**config.mk**
```make
export PLATFORM = sky130hd
export DESIGN_NAME = fap_top
export DESIGN_NICKNAME = d
export VERILOG_FILES = /design/src/verilog/fap_pkg.sv /design/src/verilog/fap_top.sv
export VERILOG_INCLUDE_DIRS = /design/src /design/src/verilog
export SDC_FILE = /design/constraint.sdc
export NUM_CORES = 1
export LEC_CHECK = 0
export BUFFER_PORTS_ARGS = -buffer_cell sky130_fd_sc_hd__clkbuf_2
export CELL_PAD_IN_SITES_DETAIL_PLACEMENT = 1
export CELL_PAD_IN_SITES_GLOBAL_PLACEMENT = 2
export CORE_MARGIN = 2
export CORE_UTILIZATION = 35
export DETAILED_ROUTE_END_ITERATION = 10
export PLACE_DENSITY_LB_ADDON = 0.12
export SYNTH_ARGS = -nofsm -noshare
export SYNTH_HDL_FRONTEND = slang
export SYNTH_SLANG_ARGS = --single-unit
```
**constraint.sdc**
```tcl
create_clock -name pclk -period 3 [get_ports pclk]
set_clock_uncertainty 0.05 [all_clocks]
set_input_delay 0.45 -clock pclk [delete_from_list [all_inputs] [get_ports pclk]]
set_output_delay 0.45 -clock pclk [all_outputs]
set_load 0.05 [all_outputs]
```
**src/verilog/fap_defines.svh**
```systemverilog
// register offsets, reset values, key codes and field positions
`ifndef FAP_DEFINES_SVH
`define FAP_DEFINES_SVH
`define FAP_OFS_ADDR 12'h000
`define FAP_OFS_PROT 12'h004
`define FAP_OFS_CTRL 12'h008
`define FAP_OFS_KEY 12'h00C
`define FAP_ADDR_RST 32'h00000000
`define FAP_BOUND_RST 24'h000000
`define FAP_CTRL_RST 4'h0
`define FAP_UNLOCK_RST 1'b1
`define FAP_UNLOCK_BIT 31
`define FAP_BOUND_MSB 23
`define FAP_OPSEL_MSB 3
// unlock key words, values arbitrary
`define FAP_KEY1 32'h5A5A0001
`define FAP_KEY2 32'hA5A50002
// operation select codes
`define FAP_OPC_DWORD 4'h2
`define FAP_OPC_ROW 4'h3
`define FAP_OPC_PAGE 4'h4
// ignored low address bits per operation
`define FAP_PAGE_LSB 11
`define FAP_PAGE_MASK 32'hFFFFF800
`define FAP_ROW_MASK 32'hFFFFFF00
`define FAP_DWORD_MASK 32'hFFFFFFF8
`endif

```
**src/verilog/fap_pkg.sv**
```systemverilog
// types shared by the flash address and protect block
package fap_pkg;
    typedef enum logic [1:0] {
        FAP_OP_NONE,
        FAP_OP_PAGE_ERASE,
        FAP_OP_ROW_PROG,
        FAP_OP_DWORD_PROG
    } fap_op_t;

    typedef enum logic [1:0] {
        FAP_KEY_IDLE,
        FAP_KEY_HALF,
        FAP_KEY_OPEN
    } fap_key_t;

    typedef struct packed {
        fap_op_t kind;
        logic [31:0] addr;
        logic protected_hit;
    } fap_cmd_t;
endpackage

```
**src/verilog/fap_top.sv**
```systemverilog
// flash target address and program flash write protect, apb slave
// Function
// - 32-bit read/write target address register, resets to zero.
// - page erase uses target address with bits 10..0 ignored.
// - row program uses target address with bits 7..0 ignored.
// - double-word program ignores bits 2..0; software gives aligned address.
// - any other operation select value disregards the target address.
// - target address cleared only by power-on reset, not other resets.
// - unlock flag permits protect writes; software only clears, reset sets.
// - zero boundary disables write protection for whole program flash.
// - boundary inside a page protects that page and all below.
// - protect register writes accepted only after key unlock sequence.
//
// Design decisions made here: the APB register port and the address map.
`include "fap_defines.svh"
module fap_top import fap_pkg::*; (
    // clock and resets
    input wire logic pclk,
    input wire logic presetn,
    input wire logic por_n,
    // apb slave
    input wire logic psel,
    input wire logic penable,
    input wire logic pwrite,
    input wire logic [11:0] paddr,
    input wire logic [31:0] pwdata,
    output logic [31:0] prdata,
    output logic pready,
    output logic pslverr,
    // to erase and program engine
    output fap_cmd_t flash_cmd,
    output logic [23:0] protect_boundary,
    output logic protect_unlocked
);
    logic [31:0] addr_ff, nxt_addr;
    logic [23:0] bound_ff, nxt_bound;
    logic unlock_ff, nxt_unlock;
    logic [3:0] ctrl_ff, nxt_ctrl;
    fap_key_t key_ff, nxt_key;
    fap_cmd_t cmd_ff, nxt_cmd;
    logic done_ff, nxt_done;
    logic [31:0] rdata_ff, nxt_rdata;
    logic err_ff, nxt_err;
    logic acc, xfer, wr;
    logic sel_addr, sel_prot, sel_ctrl, sel_key, mapped;

    // bus phase and address decode
    assign acc = psel & penable;
    assign xfer = acc & done_ff;
    assign wr = xfer & pwrite & mapped;
    assign sel_addr = (paddr == `FAP_OFS_ADDR);
    assign sel_prot = (paddr == `FAP_OFS_PROT);
    assign sel_ctrl = (paddr == `FAP_OFS_CTRL);
    assign sel_key = (paddr == `FAP_OFS_KEY);
    assign mapped = sel_addr | sel_prot | sel_ctrl | sel_key;
    assign pready = xfer;
    assign pslverr = xfer & err_ff;
    assign prdata = rdata_ff;
    assign flash_cmd = cmd_ff;
    assign protect_boundary = bound_ff;
    assign protect_unlocked = unlock_ff;

    // access phase: one wait state, read data captured into flops
    always_comb begin
        nxt_done = acc & ~done_ff;
        nxt_rdata = rdata_ff;
        nxt_err = err_ff;
        if (acc && !done_ff) begin
            nxt_err = ~mapped;
            nxt_rdata = 32'h00000000;
            if (!pwrite) begin
                if (sel_addr) begin
                    nxt_rdata = addr_ff;
                end else if (sel_prot) begin
                    nxt_rdata[`FAP_UNLOCK_BIT] = unlock_ff;
                    nxt_rdata[`FAP_BOUND_MSB:0] = bound_ff;
                end else if (sel_ctrl) begin
                    nxt_rdata[`FAP_OPSEL_MSB:0] = ctrl_ff;
                end
            end
        end
    end

    always_ff @(posedge pclk or negedge presetn) begin
        if (!presetn) begin
            done_ff <= 1'b0;
            rdata_ff <= 32'h00000000;
            err_ff <= 1'b0;
        end else begin
            done_ff <= nxt_done;
            rdata_ff <= nxt_rdata;
            err_ff <= nxt_err;
        end
    end

    // target address, kept across all but power-on reset
    always_comb begin
        nxt_addr = addr_ff;
        if (wr && sel_addr) begin
            nxt_addr = pwdata;
        end
    end

    always_ff @(posedge pclk or negedge por_n) begin
        if (!por_n) begin
            addr_ff <= `FAP_ADDR_RST;
        end else begin
            addr_ff <= nxt_addr;
        end
    end

    // key sequence: key1 then key2 opens one protect write
    always_comb begin
        nxt_key = key_ff;
        if (wr) begin
            case (key_ff)
                FAP_KEY_HALF: begin
                    if (sel_key && pwdata == `FAP_KEY2) begin
                        nxt_key = FAP_KEY_OPEN;
                    end else begin
                        nxt_key = FAP_KEY_IDLE; // wrong second key
                    end
                end
                default: begin
                    nxt_key = FAP_KEY_IDLE; // any other write closes it
                end
            endcase
            if (sel_key && pwdata == `FAP_KEY1) begin
                nxt_key = FAP_KEY_HALF; // first key always restarts
            end
        end
    end

    // protect register and operation select
    always_comb begin
        nxt_bound = bound_ff;
        nxt_unlock = unlock_ff;
        nxt_ctrl = ctrl_ff;
        if (wr && sel_prot && key_ff == FAP_KEY_OPEN &&
            unlock_ff) begin
            nxt_unlock = unlock_ff & pwdata[`FAP_UNLOCK_BIT];
            nxt_bound = pwdata[`FAP_BOUND_MSB:0];
        end
        if (wr && sel_ctrl) begin
            nxt_ctrl = pwdata[`FAP_OPSEL_MSB:0];
        end
    end

    always_ff @(posedge pclk or negedge presetn) begin
        if (!presetn) begin
            key_ff <= FAP_KEY_IDLE;
            bound_ff <= `FAP_BOUND_RST;
            unlock_ff <= `FAP_UNLOCK_RST;
            ctrl_ff <= `FAP_CTRL_RST;
        end else begin
            key_ff <= nxt_key;
            bound_ff <= nxt_bound;
            unlock_ff <= nxt_unlock;
            ctrl_ff <= nxt_ctrl;
        end
    end

    // command to the engine: masked address and protect check
    always_comb begin
        nxt_cmd.kind = FAP_OP_NONE;
        nxt_cmd.addr = 32'h00000000;
        case (ctrl_ff)
            `FAP_OPC_PAGE: begin
                nxt_cmd.kind = FAP_OP_PAGE_ERASE;
                nxt_cmd.addr = addr_ff & `FAP_PAGE_MASK;
            end
            `FAP_OPC_ROW: begin
                nxt_cmd.kind = FAP_OP_ROW_PROG;
                nxt_cmd.addr = addr_ff & `FAP_ROW_MASK;
            end
            `FAP_OPC_DWORD: begin
                nxt_cmd.kind = FAP_OP_DWORD_PROG;
                nxt_cmd.addr = addr_ff & `FAP_DWORD_MASK;
            end
            default: begin
                nxt_cmd.kind = FAP_OP_NONE;
                nxt_cmd.addr = 32'h00000000;
            end
        endcase
        nxt_cmd.protected_hit = (nxt_cmd.kind != FAP_OP_NONE) &&
            (bound_ff != `FAP_BOUND_RST) &&
            (nxt_cmd.addr[23:`FAP_PAGE_LSB] <=
             bound_ff[23:`FAP_PAGE_LSB]);
    end

    always_ff @(posedge pclk or negedge presetn) begin
        if (!presetn) begin
            cmd_ff <= '0;
        end else begin
            cmd_ff <= nxt_cmd;
        end
    end
endmodule
```
==> results.ini, run 1 <==
[power_and_ir_drop]
power.density_nw_per_um2=518
ir_worst_vdd_mv=0.346
p_leak_uw=0.00371

[placed_design]
hpwl_um=11500
dp.cells=781
dp_slack_ps=270
dpl_cell_area_um2=6530
globalplace.congestion=0.833
io_buffers=140

[sta]
finalCriticalPeriod_ps=2750
fin_ws_ps=246
slew_viol_final=0
relSlewSlack_pct=36.0
fin_crit_sh_pct=91.8
worst_pin_slew_ps=960
holdWs_ps=45.5
setup_violations=0
grt_setup_unrepaired=false
setup_tns_ps=0
fmax_ghz=0.363
hold_viol=0

[routing]
num_vias=4015
vias_per_cell=4.97
drc=0
wirelength_um=15900
ant_nets=0
firstDrtPassIters=4
routedWlPerCell_um=19.7
drt-initial-drc-count=156

[critical_path]
worstSetupPathType=flop to flop
path_cells=or3b_2, a21oi_1, buf_12, and2_1, ha_1, a21oi_1, nand2_1, a221oi_1, o21ai_0, a21oi_1
arrival_ps=3030
crit_slowest_cell=or3b_2
slowest_delay_ps=460
crit_fanout=22
crit_family=compound AO/OA/AOI/OAI gates
cp-start-kind=flop
critPathMostFrequentCell=a21oi_1
crit_buf_inv=1
crit_required_ps=3280
endpoint_kind=flop

[cts]
numCtsBuffers=17
clk_pin_slew_ps=50
root_buffer=clkbuf_16
clk-insertion-delay-late_ps=410
cts_setup_buffers=0
cts.repair.resized=0
clockBufferDepth=2
cts_hold_buf=0
cts.sinks=129
cts_tree=done
cts_max_level=4

[die]
die-width_um=131
num_rows=46
die_area_um2=17100
start_util_pct=35.7
coreArea_um2=15800
die_y_um=131
io_pins=144

[synthesis]
synth_area_per_cell_um2=12.9
yosysWarnings=0
yosysSeqAreaShare_pct=57.4
async_flop_share_pct=100
yosys-top-cells-area=dfrtp_1 (57%), mux2_2 (8.0%), mux2_4 (5.3%)
synth_cell_type_count=44
synthCells=435
yosysTopAreaCell=dfrtp_1
synth_top_area_share_pct=56.9
netlist_area_um2=5630
synth_edf_count=0
yosys_register_bits=129
synth_top_flop_cell=dfrtp_1

[layout]
final_area_um2=7010
nets=647
diodes=0
n_fill_cell=1742
syn2layout_area_growth_pct=24.5
drive_gt1_share_pct=39.5
stdcell_count=808

[min_path]
hold_class=input port to asynchronous set/reset pin

[global_routing]
grt_pass1_vias=4366
overflow=0
grt_first_pass_wirelength_um=24900
antenna_found_initial=0
grt_max_degree=56
track_usage_pct=19.8

[run_status]
outcome=complete, no violations

[job]
maxCapViolations=0

## state kept, by name, indices dropped and copies added (netlist names)
name	count
addr_ff	32
flash_cmd	32
prdata	32
protect_boundary	24
ctrl_ff	4
key_ff	2
done_ff	1
err_ff	1
protect_unlocked	1
## final cells by class
cell class	instances	area [um2]	share of cell area [%]
Sequential cell	129	3230	46.1
Multi-Input combinational cell	272	2190	31.3
Timing Repair Buffer	149	783	11.2
Clock buffer	25	465	6.64
Tap cell	216	270	3.86
Inverter	15	56.3	0.804
Clock inverter	2	10.0	0.143
## layer usage
layer	wire, um	vias up	part of all wire (%)	global-route usage [%]
met5	0	-	0	0
met4	197	0	1.2	5.94
met3	668	17	4.2	4.93
met2	7850	101	49	32.4
met1	7170	2059	45	26.2
li1	-	1838	-	-
## stage by stage
step | utilization [%] | total power (uW)
floorplan | - | 1820
detailed placement | 41.4 | 1930
global placement | 41.4 | 1930
finish | 44.4 | 3630
global route | 44.4 | 3770
CTS | 44.4 | 3680
## power by group
part / leakage, uW / switching [uW] / internal [uW] / total (uW)
Sequential: 0.00180 / 1.36 / 1750 / 1750
Combinational: 0.00168 / 108 / 42.1 / 150
Clock: 0.000233 / 685 / 1050 / 1730
Total: 0.00371 / 794 / 2840 / 3630
## synthesized netlist by cell type, drive strengths merged, types with 6 or more instances
library cell,n
mux2,60
clkbuf,9
dfrtp,128
mux2i,25
nand2,34
a21oi,6
o21ai,31
ha,13
nand4,6
nor2,6
buf,12
nor3,6
a22o,11
inv,15
nor4,10
and2,29
## worst register-to-register path, stage by stage, from the launching register on
cell and delay [ps]:
dfrtp_1 430, or3b_2 460, a21oi_1 260, buf_12 200, and2_1 160, ha_1 260, a21oi_1 150, nand2_1 70
a221oi_1 330, o21ai_0 140, a21oi_1 160
## cells by family (layout without fill, tap and decap cells)
kind of cell / count (synthesis) / after routing / synth area share, %
other: 1 / 3 / 0.0666
AOI/OAI and AO/OA: 52 / 52 / 5.56
xor gates and xnor gates: 1 / 1 / 0.156
adders and majority gates: 13 / 13 / 2.89
buffers and inverters: 36 / 191 / 3.80
DFF: 129 / 129 / 57.4
muxes: 85 / 85 / 17.8
and+or+nand+nor: 118 / 118 / 12.3
## placed cells by master, fill, tap and decap left out, drive strengths merged
master / synthesis / layout
ha: 13 / 13
nor4bb: 5 / 5
and2: 29 / 29
nand4: 6 / 6
a21oi: 6 / 6
o31ai: 2 / 2
or3: 2 / 2
mux2: 60 / 60
nand2b: 2 / 2
nand4b: 2 / 2
nor2b: 1 / 1
buf: 12 / 10
nand2: 34 / 34
or4: 1 / 1
dfrtp: 128 / 128
conb: 1 / 3
o21a: 1 / 1
dfstp: 1 / 1
nand3: 3 / 3
nor4b: 2 / 2
clkbuf: 9 / 164
nor2: 6 / 6
nand3b: 1 / 1
nor4: 10 / 10
a221oi: 1 / 1
nor3b: 2 / 2
inv: 15 / 15
or3b: 1 / 1
a22o: 11 / 11
nand4bb: 1 / 1
o21ai: 31 / 31
xnor2: 1 / 1
clkinv: 0 / 2
mux2i: 25 / 25
and3: 2 / 2
nor3: 6 / 6
and4: 2 / 2
## worst paths after layout
kind                                        start                               end  slack [ps]  cells after the start
min in group pclk                      pwdata[10]  protect_boundary[10]$_DFFE_PN0P_         270                      2
min reg2reg                prdata[13]$_DFFE_PN0P_            prdata[13]$_DFFE_PN0P_         430                      2
min                                       presetn           flash_cmd[24]$_DFF_PN0_          50                      1
max reg2reg                ctrl_ff[1]$_DFFE_PN0P_            flash_cmd[0]$_DFF_PN0_         250                     10
max                        ctrl_ff[1]$_DFFE_PN0P_            flash_cmd[0]$_DFF_PN0_         250                     10
max in group asynchronous                 presetn   protect_boundary[8]$_DFFE_PN0P_        2050                      2
(Power assumes the default switching activity.)
==> inputs of run 2 (changes only) <==
Settings changed: PLACE_DENSITY_LB_ADDON 0.12 to 0.1.
==> run 2 against run 1 <==
  * The run now ends with hold timing left
  * Die area is the same
  * Combinational power is essentially flat
  * Sequential cell count is the same
  * Non-clock buffer count grew 1
  * Largest cell class unchanged
==> results.ini, run 2 (synthesis gave the netlist of run 1 again) <==
[job]
maxCapViolations=0

[critical_path]
crit_buf_inv=1
crit_fanout=22
arrival_ps=2990
worstSetupPathType=flop to flop
endpoint_kind=flop
slowest_delay_ps=470
critPathMostFrequentCell=a21oi_1
crit_required_ps=3280
crit_slowest_cell=or3b_2
crit_family=compound AO/OA/AOI/OAI gates
cp-start-kind=flop
path_cells=or3b_2, a21oi_2, buf_12, and2_1, ha_1, a21oi_1, nand2_1, a221oi_2, o21ai_0, a21oi_1

[placed_design]
io_buffers=140
hpwl_um=11500
globalplace.congestion=0.786

[cts]
numCtsBuffers=17
root_buffer=clkbuf_16
cts_setup_buffers=0
clk-insertion-delay-late_ps=420
cts.sinks=129
cts_max_level=4
cts_tree=done
clockBufferDepth=2
clk_pin_slew_ps=60

[global_routing]
grt_max_degree=44
grt_first_pass_wirelength_um=25200
overflow=0
grt_pass1_vias=4444
antenna_found_initial=0
track_usage_pct=20.2

[sta]
hold_viol=9
setup_violations=0
worst_pin_slew_ps=1030
holdWs_ps=-15.2
finalCriticalPeriod_ps=2700
relSlewSlack_pct=31.6
setup_tns_ps=0
fmax_ghz=0.370
fin_crit_sh_pct=90.2
grt_setup_unrepaired=false
slew_viol_final=0

[die]
coreArea_um2=15800
die-width_um=131
num_rows=46
io_pins=144
die_y_um=131
start_util_pct=35.7
die_area_um2=17100

[routing]
drt-initial-drc-count=76
ant_nets=0
num_vias=4028
firstDrtPassIters=4
vias_per_cell=4.95
routedWlPerCell_um=20.0
wirelength_um=16300
drc=0

[power_and_ir_drop]
finalPower_uw=3890
power.density_nw_per_um2=547
p_leak_uw=0.00376
ir_worst_vdd_mv=0.369

[layout]
drive_gt1_share_pct=40.5
nets=648
syn2layout_area_growth_pct=26.3
diodes=0
layout_common_cells=clkbuf_2 (139), dfrtp_1 (128), mux2_2 (40), nand2_1 (34), o21ai_0 (31)
fin_util_pct=45.1
layout_commonest_cell=clkbuf_2

[min_path]
hold_class=input port to asynchronous set/reset pin

[run_status]
violations=hold timing
outcome=complete, but fails checks

## run 2: stage by stage
stage               hold WS, ps  std cells  area (um2)  worst slack [ps]
floorplan                   104        437        5630               527
global placement            413        782        6540               329
detailed placement          422        782        6540               213
CTS                        8.21        814        7100               148
global route               31.4        814        7110              65.1
finish                    -15.2        814        7110               295
## run 2: area by class of cell
class | count | area, um2
fillers | 1754 | 8660
multi-input cells | 272 | 2200
inverters | 15 | 56.3
clock inverters | 6 | 80.1
flip-flops and latches | 129 | 3230
repair buffers | 150 | 791
clock buffers | 26 | 479
well taps | 216 | 270
## run 2: worst register-to-register path: cells and delay by family, from the launching register on
| kind | cells | cell delay (ps) |
|---|---|---|
| and+or+nand+nor | 3 | 750 |
| DFF | 1 | 430 |
| buffers and inverters | 1 | 180 |
| adders and majority gates | 1 | 270 |
| AOI/OAI and AO/OA | 5 | 950 |
## run 2: repair_timing
item                                    4_1_cts  5_1_grt
gates resized for setup                       0        2
endpoints found under the setup margin        0        1
hold buffers                                  0        0
## run 2: path summary, 6_finish.rpt
check | from | end | slack [ps] | depth (start not counted)
worst max-delay path | ctrl_ff[1]$_DFFE_PN0P_ | flash_cmd[0]$_DFF_PN0_ | 300 | 10
max in group asynchronous | presetn | flash_cmd[33]$_DFF_PN0_ | 2020 | 2
worst max register to register | ctrl_ff[1]$_DFFE_PN0P_ | flash_cmd[0]$_DFF_PN0_ | 300 | 10
min in group pclk | pwdata[7] | protect_boundary[7]$_DFFE_PN0P_ | 270 | 2
worst min-delay path | presetn | flash_cmd[21]$_DFF_PN0_ | -20 | 1
worst min register to register | prdata[15]$_DFFE_PN0P_ | prdata[15]$_DFFE_PN0P_ | 430 | 2
## run 2: power breakdown
group          internal (uW)  switching (uW)
clock network           1260             729
logic                   42.2             110
registers               1740            1.38
## run 2: layer usage
layer	part of all wire [%]	GRT usage [%]	vias up
li1	-	-	1840
met1	45	26.4	2074
met2	50	33.9	96
met3	3.7	3.99	18
met4	1.3	6.76	0
met5	0	0	-
==> inputs of run 3 (changes only) <==
Settings changed: CORE_MARGIN 2 to 1.
==> run 3 against run 2 <==
  * The flow now finishes without violations
  * Count of clock-buffer cells in the layout fell by 9
  * Global-route usage is 0.87 points higher
  * First-iteration DRC count up 140%
  * Final area rose by 0.92%
  * Critical path depth stayed put
  * Die area decreased by 3.0%
  * Final cell count fell by 0.61%
  * Sequential power barely moved
  * Sequential share of layout area fell by 0.41 points
==> results.ini, run 3 (synthesis gave the netlist of run 1 again) <==
[run_status]
outcome=complete, no violations

[min_path]
hold_class=input port to asynchronous set/reset pin

[power_and_ir_drop]
p_leak_uw=0.00379
power.density_nw_per_um2=580
pwr-share-clk_pct=54.4
intPower_uw=3250
switchingPower_uw=906
ir_worst_vdd_mv=0.363
combPwrFrac_pct=3.6
power.share.sequential_pct=41.9
switching_share_pct=21.8

[global_routing]
antenna_found_initial=0
track_usage_pct=21.1
grt_first_pass_wirelength_um=25600
grt_max_degree=53
overflow=0
grt_pass1_vias=4457

[cts]
clk-insertion-delay-late_ps=430
cts_hold_buf=0
cts_setup_buffers=0
root_buffer=clkbuf_16
cts_max_level=4
clockBufferDepth=2
clk_pin_slew_ps=60
cts_tree=done
cts.repair.resized=0
numCtsBuffers=17
cts.sinks=129

[critical_path]
endpoint_kind=flop
slowest_delay_ps=480
crit_slowest_cell=or3b_2
crit_required_ps=3290
path_cells=or3b_2, a21oi_1, buf_12, and2_1, ha_1, a21oi_1, nand2_1, a221oi_1, o21ai_0, a21oi_1
reg2reg_from=ctrl_ff[0]$_DFFE_PN0P_
critPathMostFrequentCell=a21oi_1
cp-start-kind=flop
arrival_ps=3050
worstSetupPathType=flop to flop
crit_fanout=22
cp-startpoint=ctrl_ff[0]$_DFFE_PN0P_

[sta]
holdWs_ps=14.6
fmax_ghz=0.363
setup_tns_ps=0
fin_ws_ps=246
grt_setup_unrepaired=false
worst_pin_slew_ps=975
finalCriticalPeriod_ps=2750
slew_viol_final=0
relSlewSlack_pct=35.0
fin_crit_sh_pct=91.8
setup_violations=0
hold_viol=0

[die]
die_area_um2=16600
coreArea_um2=15400
io_pins=144
die-width_um=129
num_rows=45
start_util_pct=36.5
die_y_um=129

[placed_design]
io_buffers=140
globalplace.congestion=0.773
hpwl_um=11400
dp_slack_ps=266
dpl_cell_area_um2=6530

[routing]
met3_wirelength_um=673
drt-initial-drc-count=182
num_vias=4038
drc=0
ant_nets=0
wl_met1_um=7570
wirelength_um=16000
topRoutingLayerUsed=met4
wl_met2_um=7480
firstDrtPassIters=4
routedWlPerCell_um=19.8
vias_per_cell=4.99

[layout]
final_area_um2=7170
diodes=0
nets=648
layout_common_cells=clkbuf_2 (139), dfrtp_1 (128), mux2_2 (40), nand2_1 (34), o21ai_0 (31)
syn2layout_area_growth_pct=27.5
layout_commonest_cell=clkbuf_2
drive_gt1_share_pct=41.3

[job]
maxCapViolations=0

run 3: cell count changes in the layout (fill, tap and decap cells not counted), sizes merged:
cell / before / now
clkinv: 4 / 6
clkbuf: 165 / 156
clkinvlp: 0 / 3
inv: 15 / 16
bufinv: 2 / 5
run 3: power groups by stage:
| stage | clock (uW) | sequential, uW | combinational (uW) |
|---|---|---|---|
| final | 2260 | 1740 | 151 |
| after global routing | 2380 | 1740 | 168 |
| after CTS | 2310 | 1740 | 157 |
| after detailed placement | 0 | 1780 | 156 |
| after global placement | 0 | 1780 | 154 |
| after floorplan | 0 | 1780 | 48.9 |
run 3: path summary, 6_finish.rpt:
kind,end,slack [ps],cells after the start
worst max-delay path,flash_cmd[0]$_DFF_PN0_,250,10
worst min-delay path,protect_boundary[19]$_DFFE_PN0P_,10,1
worst max register to register,flash_cmd[0]$_DFF_PN0_,250,10
worst min register to register,prdata[14]$_DFFE_PN0P_,430,2
max in group asynchronous,protect_unlocked$_DFFE_PN1P_,2090,2
min in group pclk,addr_ff[14]$_DFFE_PN0P_,250,2
run 3: cell type report:
type | count | area (um2)
multi-input cells | 272 | 2190
fillers | 1681 | 8260
well taps | 211 | 264
clock buffers | 17 | 425
repair buffers | 150 | 791
inverters | 15 | 56.3
flip-flops and latches | 129 | 3230
clock inverters | 15 | 215
run 3: stage by stage:
step | total power, uW | std cells | util [%]
floorplan | 1820 | 437 | -
global placement | 1930 | 777 | 42.3
detailed placement | 1930 | 777 | 42.3
CTS | 4210 | 809 | 46.5
global route | 4300 | 809 | 46.5
finish | 4160 | 809 | 46.5
run 3: critical path, delay by kind of cell, from the launching register on:
kind	cells	cell delay (ps)
AOI/OAI and AO/OA	5	1020
adders and majority gates	1	260
buffers and inverters	1	200
DFF	1	440
and+or+nand+nor	3	700
run 3: per-layer routing:
metal  GRT usage [%]  vias to the layer above
li1                -                     1844
met1            27.4                     2071
met2            34.1                      104
met3            4.95                       19
met4            8.24                        0
met5               0                        -
